$ cat src/rtl/dcwit_map.svh
// offsets, field positions, reset values and timing counts of the
// two-channel watchdog / interval timer; definitions only
`ifndef DCWIT_MAP_SVH
`define DCWIT_MAP_SVH

`define DCWIT_CH0_CSR_ADDR 16'hffa8
`define DCWIT_CH0_CNT_ADDR 16'hffa9
`define DCWIT_SYSCTL_ADDR 16'hffc4
`define DCWIT_CH1_CSR_ADDR 16'hffea
`define DCWIT_CH1_CNT_ADDR 16'hffeb

`define DCWIT_KEY_COUNT 8'h5a
`define DCWIT_KEY_CTRL 8'ha5

`define DCWIT_CSR_RESET 8'h00
`define DCWIT_CNT_RESET 8'h00
`define DCWIT_SYSCTL_RESET 8'h09
`define DCWIT_SYSCTL_WMASK 8'hd7
`define DCWIT_SYSCTL_XRST 3
`define DCWIT_CNT_MAX 8'hff

`define DCWIT_BIT_OVF 7
`define DCWIT_BIT_RUN 5

// internal reset length in system clock cycles
`define DCWIT_RESET_CYCLES 10'd518

// system prescaler divide exponents, codes 0..7
`define DCWIT_SYS_SHIFT_0 5'd1
`define DCWIT_SYS_SHIFT_1 5'd6
`define DCWIT_SYS_SHIFT_2 5'd7
`define DCWIT_SYS_SHIFT_3 5'd9
`define DCWIT_SYS_SHIFT_4 5'd11
`define DCWIT_SYS_SHIFT_5 5'd13
`define DCWIT_SYS_SHIFT_6 5'd15
`define DCWIT_SYS_SHIFT_7 5'd17
`define DCWIT_SYS_PRE_W 17
`define DCWIT_SUB_PRE_W 8

`endif

$ cat src/rtl/dcwit_pkg.sv
// types shared by the watchdog / interval timer
// assumes the map header is compiled alongside
package dcwit_pkg;

  typedef struct packed {
    logic ovf;
    logic mode;
    logic run;
    logic src;
    logic rst_sel;
    logic [2:0] cks;
  } dcwit_csr_t;

  typedef struct packed {
    logic [15:0] addr;
    logic [15:0] wdata;
    logic wr;
    logic word;
    logic rd;
  } dcwit_bus_req_t;

  typedef enum logic [1:0] {
    DCWIT_RS_IDLE = 2'b01,
    DCWIT_RS_HOLD = 2'b10
  } dcwit_rst_state_t;

endpackage

$ cat src/rtl/dcwit_top.sv
// two-channel watchdog / interval timer with keyed word writes
// assumes a synchronous cpu register port and a subclock pin already
// synchronous to ref_clk
`timescale 1ns/100ps
`include "dcwit_map.svh"

module dcwit_top
(
  // clock and reset
  input wire logic ref_clk,
  input wire logic rst,
  // power state
  input wire logic hw_standby,
  input wire logic sw_standby,
  // subclock pin
  input wire logic ext_subclock_pin,
  // register port
  input wire dcwit_pkg::dcwit_bus_req_t bus_req,
  output logic [7:0] bus_rdata,
  output logic bus_rvalid,
  // events
  output logic [1:0] interval_overflow_irq,
  output logic [1:0] nmi_req,
  output logic wdt_reset_req,
  output logic chip_reset_out
);
  import dcwit_pkg::*;

  // low k bits of a prescaler all ones means its bit k-1 falls next
  function automatic logic sys_tick(input logic [16:0] pre,
                                    input logic [2:0] cks);
    logic [4:0] k;
    logic [16:0] mask;
    k = `DCWIT_SYS_SHIFT_0;
    unique case (cks)
      3'h0: k = `DCWIT_SYS_SHIFT_0;
      3'h1: k = `DCWIT_SYS_SHIFT_1;
      3'h2: k = `DCWIT_SYS_SHIFT_2;
      3'h3: k = `DCWIT_SYS_SHIFT_3;
      3'h4: k = `DCWIT_SYS_SHIFT_4;
      3'h5: k = `DCWIT_SYS_SHIFT_5;
      3'h6: k = `DCWIT_SYS_SHIFT_6;
      3'h7: k = `DCWIT_SYS_SHIFT_7;
    endcase
    mask = (17'h00001 << k) - 17'h00001;
    return (pre & mask) == mask;
  endfunction

  function automatic logic sub_tick(input logic [7:0] pre,
                                    input logic [2:0] cks);
    logic [7:0] mask;
    mask = (8'h02 << cks) - 8'h01;
    return (pre & mask) == mask;
  endfunction

  // state
  dcwit_csr_t csr [2];
  dcwit_csr_t next_csr [2];
  logic [7:0] cnt [2];
  logic [7:0] next_cnt [2];
  logic [1:0] armed;
  logic [1:0] next_armed;
  logic [16:0] sys_pre;
  logic [16:0] next_sys_pre;
  logic [7:0] sub_pre;
  logic [7:0] next_sub_pre;
  logic sub_last;
  logic [7:0] sysctl;
  logic [7:0] next_sysctl;
  logic [7:0] next_rdata;
  logic next_rvalid;
  logic [1:0] next_irq;
  logic [1:0] next_nmi;
  logic next_reset_req;
  dcwit_rst_state_t rs_state;
  dcwit_rst_state_t next_rs_state;
  logic [9:0] rs_count;
  logic [9:0] next_rs_count;
  logic next_chip_reset;

  logic sub_edge;
  logic sys_run;
  logic word_wr;
  logic [7:0] key;
  logic [15:0] wr_addr [2];
  logic [15:0] cnt_addr [2];

  assign wr_addr[0] = `DCWIT_CH0_CSR_ADDR;
  assign wr_addr[1] = `DCWIT_CH1_CSR_ADDR;
  assign cnt_addr[0] = `DCWIT_CH0_CNT_ADDR;
  assign cnt_addr[1] = `DCWIT_CH1_CNT_ADDR;
  assign sub_edge = ext_subclock_pin & ~sub_last;
  // software standby stops the system clock tree, so its prescaler halts
  assign sys_run = ~sw_standby;
  assign word_wr = bus_req.wr & bus_req.word;
  assign key = bus_req.wdata[15:8];

  // prescalers run free from reset; only taps are selected per channel
  always_comb
  begin
    next_sys_pre = sys_pre;
    next_sub_pre = sub_pre;
    if (sys_run)
    begin
      next_sys_pre = sys_pre + 17'h00001;
    end
    if (sub_edge)
    begin
      next_sub_pre = sub_pre + 8'h01;
    end
  end

  always_ff @(posedge ref_clk)
  begin
    if (rst || hw_standby)
    begin
      sys_pre <= 17'h00000;
      sub_pre <= 8'h00;
      sub_last <= 1'b0;
    end
    else
    begin
      sys_pre <= next_sys_pre;
      sub_pre <= next_sub_pre;
      sub_last <= ext_subclock_pin;
    end
  end

  // channels, register port and events
  always_comb
  begin
    logic tick;
    logic ovf_now;
    logic csr_wr;
    logic cnt_wr;
    logic clr;
    tick = 1'b0;
    ovf_now = 1'b0;
    csr_wr = 1'b0;
    cnt_wr = 1'b0;
    clr = 1'b0;
    next_irq = 2'b00;
    next_nmi = 2'b00;
    next_reset_req = 1'b0;
    next_rdata = 8'h00;
    next_rvalid = bus_req.rd;
    next_sysctl = sysctl;
    for (int ch = 0; ch < 2; ch++)
    begin
      next_csr[ch] = csr[ch];
      next_cnt[ch] = cnt[ch];
      next_armed[ch] = armed[ch];
      if (ch == 1 && csr[ch].src)
      begin
        tick = sub_edge && sub_tick(sub_pre, csr[ch].cks);
      end
      else
      begin
        tick = sys_run && sys_tick(sys_pre, csr[ch].cks);
      end
      csr_wr = word_wr && bus_req.addr == wr_addr[ch] &&
               key == `DCWIT_KEY_CTRL;
      cnt_wr = word_wr && bus_req.addr == wr_addr[ch] &&
               key == `DCWIT_KEY_COUNT;
      ovf_now = 1'b0;
      if (!csr[ch].run)
      begin
        next_cnt[ch] = 8'h00;
      end
      else if (cnt_wr)
      begin
        next_cnt[ch] = bus_req.wdata[7:0];
      end
      else if (tick)
      begin
        next_cnt[ch] = cnt[ch] + 8'h01;
        ovf_now = cnt[ch] == `DCWIT_CNT_MAX;
      end
      clr = 1'b0;
      if (csr_wr)
      begin
        next_csr[ch] = bus_req.wdata[7:0];
        next_csr[ch].ovf = csr[ch].ovf;
        // a zero after an armed read clears; a write with run zero clears too
        clr = !bus_req.wdata[`DCWIT_BIT_OVF] && armed[ch];
        if (!bus_req.wdata[`DCWIT_BIT_RUN])
        begin
          clr = 1'b1;
          next_cnt[ch] = 8'h00;
        end
        next_armed[ch] = 1'b0;
      end
      clr = clr || (rs_state == DCWIT_RS_HOLD && csr[ch].mode &&
                    csr[ch].rst_sel);
      if (clr)
      begin
        next_csr[ch].ovf = 1'b0;
      end
      // set wins over any clear in the same cycle
      if (ovf_now)
      begin
        next_csr[ch].ovf = 1'b1;
        if (!csr[ch].mode)
        begin
          next_irq[ch] = 1'b1;
        end
        else if (csr[ch].rst_sel)
        begin
          next_reset_req = 1'b1;
        end
        else
        begin
          next_nmi[ch] = 1'b1;
        end
      end
      if (bus_req.rd && bus_req.addr == wr_addr[ch])
      begin
        next_rdata = csr[ch];
        next_armed[ch] = next_armed[ch] | csr[ch].ovf;
      end
      if (bus_req.rd && bus_req.addr == cnt_addr[ch])
      begin
        next_rdata = cnt[ch];
      end
    end
    if (bus_req.rd && bus_req.addr == `DCWIT_SYSCTL_ADDR)
    begin
      next_rdata = sysctl;
    end
    if (bus_req.wr && bus_req.addr == `DCWIT_SYSCTL_ADDR)
    begin
      next_sysctl = (sysctl & ~`DCWIT_SYSCTL_WMASK) |
                    (bus_req.wdata[7:0] & `DCWIT_SYSCTL_WMASK);
    end
    // reset source marker falls on a watchdog reset; external reset sets it
    if (next_reset_req)
    begin
      next_sysctl[`DCWIT_SYSCTL_XRST] = 1'b0;
    end
  end

  always_ff @(posedge ref_clk)
  begin
    // cleared by reset and hardware standby only
    if (rst || hw_standby)
    begin
      for (int ch = 0; ch < 2; ch++)
      begin
        csr[ch] <= `DCWIT_CSR_RESET;
        cnt[ch] <= `DCWIT_CNT_RESET;
      end
      armed <= 2'b00;
      sysctl <= `DCWIT_SYSCTL_RESET;
      bus_rdata <= 8'h00;
      bus_rvalid <= 1'b0;
      interval_overflow_irq <= 2'b00;
      nmi_req <= 2'b00;
      wdt_reset_req <= 1'b0;
    end
    else
    begin
      for (int ch = 0; ch < 2; ch++)
      begin
        csr[ch] <= next_csr[ch];
        cnt[ch] <= next_cnt[ch];
      end
      armed <= next_armed;
      sysctl <= next_sysctl;
      bus_rdata <= next_rdata;
      bus_rvalid <= next_rvalid;
      interval_overflow_irq <= next_irq;
      nmi_req <= next_nmi;
      wdt_reset_req <= next_reset_req;
    end
  end

  // internal reset stretcher; a request during hold is absorbed
  always_comb
  begin
    next_rs_state = rs_state;
    next_rs_count = rs_count;
    unique case (rs_state)
      DCWIT_RS_IDLE:
      begin
        if (wdt_reset_req)
        begin
          next_rs_state = DCWIT_RS_HOLD;
          next_rs_count = `DCWIT_RESET_CYCLES - 10'd1;
        end
      end
      DCWIT_RS_HOLD:
      begin
        if (rs_count == 10'd0)
        begin
          next_rs_state = DCWIT_RS_IDLE;
        end
        else
        begin
          next_rs_count = rs_count - 10'd1;
        end
      end
      default:
      begin
        next_rs_state = DCWIT_RS_IDLE;
      end
    endcase
    next_chip_reset = next_rs_state == DCWIT_RS_HOLD;
  end

  always_ff @(posedge ref_clk)
  begin
    // hold the chip reset 518 cycles
    if (rst || hw_standby)
    begin
      rs_state <= DCWIT_RS_IDLE;
      rs_count <= 10'd0;
      chip_reset_out <= 1'b0;
    end
    else
    begin
      rs_state <= next_rs_state;
      rs_count <= next_rs_count;
      chip_reset_out <= next_chip_reset;
    end
  end

endmodule

$ cat config.mk
export PLATFORM = sky130hd
export DESIGN_NAME = dcwit_top
export DESIGN_NICKNAME = d
export VERILOG_FILES = /design/src/rtl/dcwit_pkg.sv /design/src/rtl/dcwit_top.sv
export VERILOG_INCLUDE_DIRS = /design/src /design/src/rtl
export SDC_FILE = /design/constraint.sdc
export NUM_CORES = 1
export LEC_CHECK = 0
export BUFFER_PORTS_ARGS = -buffer_cell sky130_fd_sc_hd__buf_2
export CAP_MARGIN = 20
export CORE_ASPECT_RATIO = 2
export CORE_MARGIN = 2
export CORE_UTILIZATION = 63
export DETAILED_ROUTE_END_ITERATION = 10
export PLACE_DENSITY_LB_ADDON = 0.12
export SLEW_MARGIN = 20
export SYNTH_ARGS = -nofsm -noshare
export SYNTH_HDL_FRONTEND = slang
export SYNTH_SLANG_ARGS = --single-unit
$ cat constraint.sdc
create_clock -name ref_clk -period 5.4 [get_ports ref_clk]
set_input_delay 0.81 -clock ref_clk [delete_from_list [all_inputs] [get_ports ref_clk]]
set_output_delay 0.81 -clock ref_clk [all_outputs]
set_load 0.005 [all_outputs]
==> results of run 1 <==
==> flip-flops by register name, indices dropped and copies added, names as in the netlist <==
name	count
wdt_reset_req	1
bus_rvalid	1
interval_overflow_irq	2
cnt	16
sysctl	7
rs_count	10
sub_pre	8
chip_reset_out	1
sys_pre	17
armed	2
csr	16
sub_last	1
bus_rdata	8
nmi_req	2
rs_state	2
==> synthesized netlist by cell type (15+ instances only) <==
cell type  instances
nand2_1           51
dfxtp_1           94
nand3_1           26
xor2_1            29
mux2i_1           19
ha_1              15
nand4_1           18
o21ai_0           31
a211oi_1          15
nor2_1            84
a21oi_1           33
nor3_1            15
==> placed cells by master (no fill, tap or decap), drive strengths merged, types with 15 or more instances in the layout <==
master,count
dfxtp,94
nor2,84
buf,56
nand2,52
o21ai,37
a21oi,33
xor2,29
nand3,27
mux2i,19
nand4,18
nor3,15
a211oi,15
ha,15
inv,15
==> routing by layer <==
metal  share of wire  routed length [um]  global-route usage
met1            0.36                4790               0.315
met2            0.53                6960               0.582
met3           0.047                 619              0.0495
met4           0.060                 796               0.215
met5               0                   0                   0
==> area by class of cell <==
type                       count  area share
timing repair buffer          56      0.0519
sequential                    94       0.342
clock buffer                  12      0.0448
clock inverter                 4     0.00569
inverter                      14     0.00956
tap                           94      0.0214
multi-input combinational    467       0.524
==> where the power goes <==
group / leakage, nW / internal (mW) / switching, mW
clock network: 0.125 / 0.327 / 0.269
registers: 0.757 / 0.695 / 0.00172
logic: 1.25 / 0.0192 / 0.0317
total: 2.13 / 1.04 / 0.303
==> critical path: cells and delay by family, from the launching register on <==
| family | cells | cell delay, ps |
|---|---|---|
| flip-flops | 1 | 480 |
| adder cells (fa/ha/maj) | 2 | 700 |
| AO/OA/AOI/OAI | 4 | 910 |
| buffers and inverters | 1 | 110 |
| XOR/XNOR | 1 | 170 |
| AND/OR/NAND/NOR | 5 | 1300 |
==> through the flow <==
step / setup slack [ps] / hold WS, ps / total power [mW]
2_1_floorplan: 2270 / 425 / 0.733
3_3_place_gp: 1750 / 443 / 0.761
3_5_place_dp: 1640 / 446 / 0.763
4_1_cts: 1630 / 454 / 1.35
5_1_grt: 1230 / 475 / 1.38
6_report: 1610 / 455 / 1.34
==> logic make-up (layout without fill, tap and decap cells) <==
logic type / count (synthesis) / after routing / share of synthesized area
AO/OA/AOI/OAI: 120 / 120 / 0.157
adder cells (fa/ha/maj): 15 / 15 / 0.0381
AND/OR/NAND/NOR: 272 / 272 / 0.279
XOR/XNOR: 41 / 41 / 0.0729
flip-flops: 94 / 94 / 0.382
buffers and inverters: 39 / 86 / 0.0323
multiplexers: 19 / 19 / 0.0386
==> final timing paths <==
path	to	slack, ps	cells after the start
worst min register to register	sysctl[1]$_SDFFE_PP0P_	450	2
worst max register to register	cnt[0][5]$_SDFF_PP0_	1610	13
worst min-delay path	sysctl[1]$_SDFFE_PP0P_	450	2
worst max-delay path	cnt[0][5]$_SDFF_PP0_	1610	13
==> flow_summary.toml, run 1 <==
[logic_synthesis]
netlist_area_mm2 = 0.00492
netlist_instances = 600
synth_edf_count = 0
syn_area_per_cell_um2 = 8.21
async_flop_share = 0
syn_nets = 655
yosysTopAreaCell = "dfxtp_1"
ys_ff_latch = 94
synth.area.top_cells = "dfxtp_1 38%, nor2_1 6.4%, xor2_1 5.2%, nand2_1 3.9%, mux2i_1 3.9%"
ys_seq_area_frac = 0.382
synth_top_area_frac = 0.382
synth.distinct_cells = 62
synth_ff_type = "dfxtp_1"
yosysWarnings = 0

[clocking]
cts_setup_buffers = 0
clkTransAtPathRegs_ps = 60
cts_max_path_buffers = 2
ctsHtreeMaxLevel = 3
cts_buffers = 9
cts_tree = "done"
cts_hold_buffers = 0
cts_resized = 0
clock-root-buffer = "clkbuf_16"
insertion_delay_ps = 340
cts.sinks = 94

[floorplanning]
chipHeight_um = 129
ioPinCount = 55
core_mm2 = 0.00760
start_util = 0.648
rows = 45
die-area_mm2 = 0.00858
dieWidth_um = 66.5

[setup_path]
startpoint = "csr[0][1]$_SDFFE_PP0P_"
cp_max_fo = 11
path_class = "reg -> reg"
crit_path_max_incr_delay_ps = 510
rr_startpoint = "csr[0][1]$_SDFFE_PP0P_"
worst_setup_path_end_kind = "flop"
cpMaxStageDelayCell = "and4_1"
cp_cell_sequence = "inv_1, ha_1, nand2b_1, or3_1, ha_1, nor2b_1, o21ai_1, a21oi_1, a2111oi_0, and4_1, nand4_1, xor2_1, a211oi_1"
start_kind = "flop"
crit_arrival_ps = 4030
cp_common_cell = "ha_1"
cp.required_ps = 5640

[timing]
period_needed_ps = 3790
fin_skew_ps = 8.07
slew_headroom = 0.469
rsz0062_at_grt = "no"
hold_viol_final = 0
slew_violations = 0
fin_crit_sh = 0.702
setup-tns-final_ps = 0
worstMarginPinSlew_ps = 795
setup_viol = 0
fmax_ghz = 0.264

[global_routing]
grt-ovfl-total = 0
grt_max_degree = 56
antenna_found_initial = 0
grt_pass1_vias = 4579
grt_pass1_wl_um = 21000
grtUsageTotal = 0.318

[placement]
placed_cell_area_mm2 = 0.00522
dpl.hpwl_um = 9840
place.gp.congestion = 0.950
portBuffers = 54
dp_cells = 725

[layout]
fin_nets = 697
fin_cells = 741
multiInputGateArea_mm2 = 0.00288
layout-drive-gt1-share = 0.125
final_area_mm2 = 0.00550
syn2layout_area_growth_pct = 11.7
utilization = 0.723
fillers = 636
regArea_mm2 = 0.00188
diodes = 0

[drt]
ant_nets = 0
vias_per_cell = 6.28
routed_wirelength_um = 13200
avgRoutedWirePerCell_um = 17.8
drc = 0
vias = 4652
dr.pass1.iters = 6
drt_iter0_markers = 350

[status]
outcome = "finished clean"

[pwr]
p_leak_nw = 2.13
p_per_area_mw_per_mm2 = 244
peakVddDrop_v = 0.000228

[flow_run]
drv_cap = 0

[min_path]
min_from = "sysctl[1]$_SDFFE_PP0P_"
min_path_type = "reg -> reg"
Power figures use the tool's default switching activity.
==> inputs of run 2 (changes only) <==
- ABC_AREA: default -> 1
- CORE_UTILIZATION: 63 -> 54
- clock period: 5.4 -> 3.25 ns (I/O delays scaled with it)
==> run 2 against run 1 <==
Worst setup slack lost 1400 ps. Largest cell class unchanged. Critical path type unchanged. Count of clock-buffer cells in the layout shrank 2. Core utilization shrank 9.7 points. Clock power grew 69%. Maximum frequency grew 26%. Worst hold slack lost 96 ps.
==> flow_summary.toml, run 2 <==
[status]
outcome = "finished clean"

[setup_path]
cp_max_fo = 10
crit_arrival_ps = 3260
worst_setup_path_end_kind = "flop"
cp.required_ps = 3510
path_class = "reg -> reg"
start_kind = "flop"

[placement]
portBuffers = 54
dpl.hpwl_um = 12300
dp_slack_ps = 317
place.gp.congestion = 0.936

[layout]
syn2layout_area_growth_pct = 12.9
fin_nets = 927
largest_reg_flops = 17
layout-drive-gt1-share = 0.122
fillers = 967
top_register = "sys_pre"
final_common_cell = "nand2_1"
reg_top3 = "sys_pre (17), cnt (16), csr (16)"
diodes = 0
utilization = 0.627
layout_common_cells = "168 x nand2_1, 119 x inv_1, 94 x dfxtp_1, 93 x nor2_1, 63 x nand3_1"
multiInputGateArea_mm2 = 0.00302
regArea_mm2 = 0.00188

[floorplanning]
rows = 51
chipHeight_um = 146
die-area_mm2 = 0.0109
dieWidth_um = 74.8
start_util = 0.555
ioPinCount = 55
core_mm2 = 0.00976

[drt]
vias_per_cell = 5.59
drc = 0
drt_iter0_markers = 422
vias = 5643
ant_nets = 0
avgRoutedWirePerCell_um = 15.7
routed_wirelength_um = 15900
dr.pass1.iters = 5

[logic_synthesis]
syn_nets = 870
netlist_area_mm2 = 0.00542
synth.most_common_cell = "nand2_1"
synth.distinct_cells = 41
netlist_instances = 815
synth_compound_area_frac = 0.165
synth.top_cells.by_count = "168 x nand2_1, 119 x inv_1, 94 x dfxtp_1, 94 x nor2_1, 63 x nand3_1"
async_flop_share = 0
synth_top_area_frac = 0.347
synth_ff_type = "dfxtp_1"
ys_seq_area_frac = 0.347
synthMuxAreaShare = 0
yosysTopAreaCell = "dfxtp_1"
yosys.area_share.adder = 0.0346
synth_edf_count = 0
ys_ff_latch = 94
yosysWarnings = 0
synth_simple_gate_area_frac = 0.334
synth_top_family_by_area = "simple AND/OR/NAND/NOR gates"
syn_area_per_cell_um2 = 6.65
synth.area.top_cells = "dfxtp_1 35%, nand2_1 12%, inv_1 8.2%, nor2_1 6.5%, nand3_1 5.8%"
synthXorXnorAreaFrac = 0.0242

[timing]
rsz0062_at_grt = "no"
fin_skew_ps = 12.6
slew_violations = 0
worstMarginPinSlew_ps = 630
setup-tns-final_ps = 0
fin_crit_sh = 0.923
timing.hold.ws_ps = 359
hold_viol_final = 0
period_needed_ps = 3000
slew_headroom = 0.579
setup_viol = 0
fmax_ghz = 0.333
fin_ws_ps = 250

[clocking]
cts_setup_buffers = 0
cts_max_path_buffers = 2
clkTransAtPathRegs_ps = 70
cts_tree = "done"
cts_resized = 0
cts_buffers = 9
insertion_delay_ps = 350
cts_hold_buffers = 0
clock-root-buffer = "clkbuf_16"
ctsHtreeMaxLevel = 3
cts.sinks = 94

[pwr]
p_leak_nw = 2.61
p_per_area_mw_per_mm2 = 373
peakVddDrop_v = 0.000327

[global_routing]
grt-ovfl-total = 0
grt_pass1_wl_um = 25300
grt_pass1_vias = 5515
grt_max_degree = 31
grtUsageTotal = 0.302
antenna_found_initial = 0

[min_path]
min_path_type = "in -> reg"

[flow_run]
drv_cap = 0
run 2: critical path, stage by stage, from the launching register on:
cell,delay [ps]
dfxtp_1,530
inv_1,170
ha_1,360
inv_1,140
nand3_1,130
inv_1,90
nand2_1,70
ha_1,280
nor2_1,40
nor2_1,100
nand3_1,90
nor2_1,90
nand3_1,90
nor2_2,130
nand3_4,150
nand2_4,170
nand4_1,100
nand2_1,110
nor2_1,50
run 2: layout make-up:
class / count / share of cell area
Inverter: 124 / 0.0761
Tap cell: 132 / 0.0270
Multi-Input combinational cell: 585 / 0.494
Sequential cell: 94 / 0.308
Clock buffer: 10 / 0.0374
Clock inverter: 6 / 0.00859
Timing Repair Buffer: 58 / 0.0491
run 2: logic make-up after synthesis:
kind of cell,after synthesis
AOI/OAI and AO/OA,159
xor gates and xnor gates,15
and+or+nand+nor,396
adders and majority gates,15
DFF,94
buffers and inverters,136
run 2: report_power, final:
part / leakage, nW / internal (mW) / switching, mW
Clock: 0.132 / 0.531 / 0.481
Combinational: 1.72 / 0.0375 / 0.0767
Sequential: 0.758 / 1.15 / 0.00256
Total: 2.61 / 1.72 / 0.560
run 2: per-layer routing:
layer,wire length (um),vias to the layer above,part of all wire,GRT usage
met3,706,73,0.044,0.0609
li1,-,2790,-,-
met2,8340,230,0.53,0.528
met5,0,-,0,0
met1,5730,2550,0.36,0.298
met4,1110,0,0.070,0.214
run 2: stage by stage:
stage          instances  cell area (um2)  total power [mW]
6_report            1009             6120              2.28
4_1_cts             1009             6120              2.30
2_1_floorplan        815             5420              1.24
3_3_place_gp         993             5840              1.29
5_1_grt             1009             6120              2.36
3_5_place_dp         993             5840              1.30
run 2: worst paths after layout:
| check | from | to | slack [ps] | cells after the start |
|---|---|---|---|---|
| max | csr[0][9]$_SDFFE_PP0P_ | sysctl[3]$_SDFFE_PP1P_ | 250 | 18 |
| min | ext_subclock_pin | sub_last$_SDFF_PP0_ | 360 | 3 |
| max reg2reg | csr[0][9]$_SDFFE_PP0P_ | sysctl[3]$_SDFFE_PP1P_ | 250 | 18 |
| min reg2reg | armed[1]$_SDFF_PP0_ | armed[1]$_SDFF_PP0_ | 460 | 2 |
==> inputs of run 3 (changes only) <==
--- a/config.mk
+++ b/config.mk
@@ -15,5 +15,4 @@
 export DETAILED_ROUTE_END_ITERATION = 10
 export PLACE_DENSITY_LB_ADDON = 0.12
-export SLEW_MARGIN = 20
 export SYNTH_ARGS = -nofsm -noshare
 export SYNTH_HDL_FRONTEND = slang
==> constraint.sdc (replaced) <==
create_clock -name ref_clk -period 3.25 [get_ports ref_clk]
set_input_delay 0.325 -clock ref_clk [delete_from_list [all_inputs] [get_ports ref_clk]]
set_output_delay 0.325 -clock ref_clk [all_outputs]
set_load 0.005 [all_outputs]
==> run 3 against run 2 <==
Via count fell by 0.25%. First-iteration DRC count rose by 19%. Clock skew fell by 2.1 ps. Sequential cell count did not move. Global-route usage fell by 0.11 points. Critical path type unchanged. Critical endpoint unchanged. Highest routed layer unchanged.
==> flow_summary.toml, run 3 (synthesis results as in run 2) <==
[timing]
fin_skew_ps = 10.5
setup_viol = 0
setup-tns-final_ps = 0
fin_ws_ps = 334
hold_viol_final = 0
fmax_ghz = 0.343
slew_headroom = 0.500
fin_crit_sh = 0.897
worstMarginPinSlew_ps = 750
period_needed_ps = 2920
slew_violations = 0
rsz0062_at_grt = "no"

[drt]
ant_nets = 0
vias = 5629
avgRoutedWirePerCell_um = 15.7
dr.pass1.iters = 6
routed_wirelength_um = 15800
drt_iter0_markers = 502
drc = 0
vias_per_cell = 5.58

[min_path]
min_from = "ext_subclock_pin"
min_path_type = "in -> reg"
min_delay_path_depth = 3

[floorplanning]
start_util = 0.555
rows = 51
ioPinCount = 55
chipHeight_um = 146
core_mm2 = 0.00976
dieWidth_um = 74.8
die-area_mm2 = 0.0109

[setup_path]
crit_path_max_incr_delay_ps = 490
cp.depth = 18
cp_cell_sequence = "inv_1, ha_1, inv_1, nand3_1, inv_1, nand2_1, ha_1, nor2_1, nor2_1, nand3_1, nor2_1, nand3_1, nor2_2, nand3_4, nand2_4, nand4_1, nand2_1, nor2_1"
cpMaxStageDelayCell = "dfxtp_1"
startpoint = "csr[0][9]$_SDFFE_PP0P_"
worst_setup_path_end_kind = "flop"
cp_max_fo = 10
rr_startpoint = "csr[0][9]$_SDFFE_PP0P_"
start_kind = "flop"
path_class = "reg -> reg"
crit_arrival_ps = 3170
cp_common_cell = "nor2_1"
timing.critical_path.buf_inv = 3
r2r_cells = 18
cp.required_ps = 3510
critPathTopFamily = "simple AND/OR/NAND/NOR gates"

[global_routing]
grt_pass1_vias = 5404
grt_pass1_wl_um = 25200
antenna_found_initial = 0
grt_max_degree = 40
grt-ovfl-total = 0
grtUsageTotal = 0.301

[clocking]
cts_buffers = 9
ctsHtreeMaxLevel = 3
clkTransAtPathRegs_ps = 80
cts_hold_buffers = 0
insertion_delay_ps = 350
clock-root-buffer = "clkbuf_16"
cts_max_path_buffers = 2
cts.sinks = 94
cts_setup_buffers = 0
cts_resized = 0
cts_tree = "done"

[layout]
layout-drive-gt1-share = 0.122
top_register = "sys_pre"
layout_common_cells = "168 x nand2_1, 119 x inv_1, 94 x dfxtp_1, 93 x nor2_1, 63 x nand3_1"
syn2layout_area_growth_pct = 13.1
largest_reg_flops = 17
fin_nets = 926
final_common_cell = "nand2_1"
reg_top3 = "sys_pre (17), cnt (16), csr (16)"
diodes = 0

[status]
outcome = "finished clean"

[pwr]
total_power_mw = 2.34
p_per_area_mw_per_mm2 = 382
peakVddDrop_v = 0.000397
p_leak_nw = 2.62

[flow_run]
drv_cap = 0

[placement]
dp_slack_ps = 379
portBuffers = 54
place.gp.congestion = 0.951
dpl.hpwl_um = 12300
-- run 3: cell count changes in the layout (fill, tap and decap cells not counted) --
cell / before / now
clkinvlp_4: 2 / 1
buf_4: 4 / 3
clkinv_8: 0 / 1
inv_8: 1 / 3
clkbuf_1: 1 / 0
inv_6: 2 / 1
-- run 3: power breakdown --
group	switching (mW)	internal, mW	leakage, nW
Combinational	0.0763	0.0366	1.72
Clock	0.524	0.546	0.145
Sequential	0.00272	1.15	0.758
Total	0.603	1.74	2.62
-- run 3: per-stage QoR --
stage	area, um2	cells	hold WS (ps)	util
after detailed placement	5830	992	458	0.597
after global placement	5830	992	448	0.597
after floorplan	5420	815	412	-
after global routing	6130	1008	202	0.628
after CTS	6130	1008	191	0.628
final	6130	1008	198	0.628
-- run 3: per-layer routing --
| metal | vias up | GRT usage | wire [um] |
|---|---|---|---|
| met1 | 2585 | 0.298 | 5440 |
| met3 | 62 | 0.0519 | 760 |
| li1 | 2784 | - | - |
| met4 | 0 | 0.214 | 1130 |
| met5 | - | 0 | 0 |
| met2 | 198 | 0.530 | 8460 |
-- run 3: worst paths after layout --
check,endpoint,slack [ps]
min reg2reg,armed[0]$_SDFF_PP0_,470
max,sysctl[3]$_SDFFE_PP1P_,330
min,sub_last$_SDFF_PP0_,200
max reg2reg,sysctl[3]$_SDFFE_PP1P_,330
-- run 3: worst min-delay path: stages --
cell    delay [ps]
buf_2           70
inv_1           40
nor2_1          80
-- run 3: cell type report --
class / instances / area, um2
fill: 931 / 3630
multi-input combinational: 585 / 3020
clock inverter: 7 / 75.1
clock buffer: 9 / 225
sequential: 94 / 1880
inverter: 124 / 465
tap: 132 / 165
timing repair buffer: 57 / 293
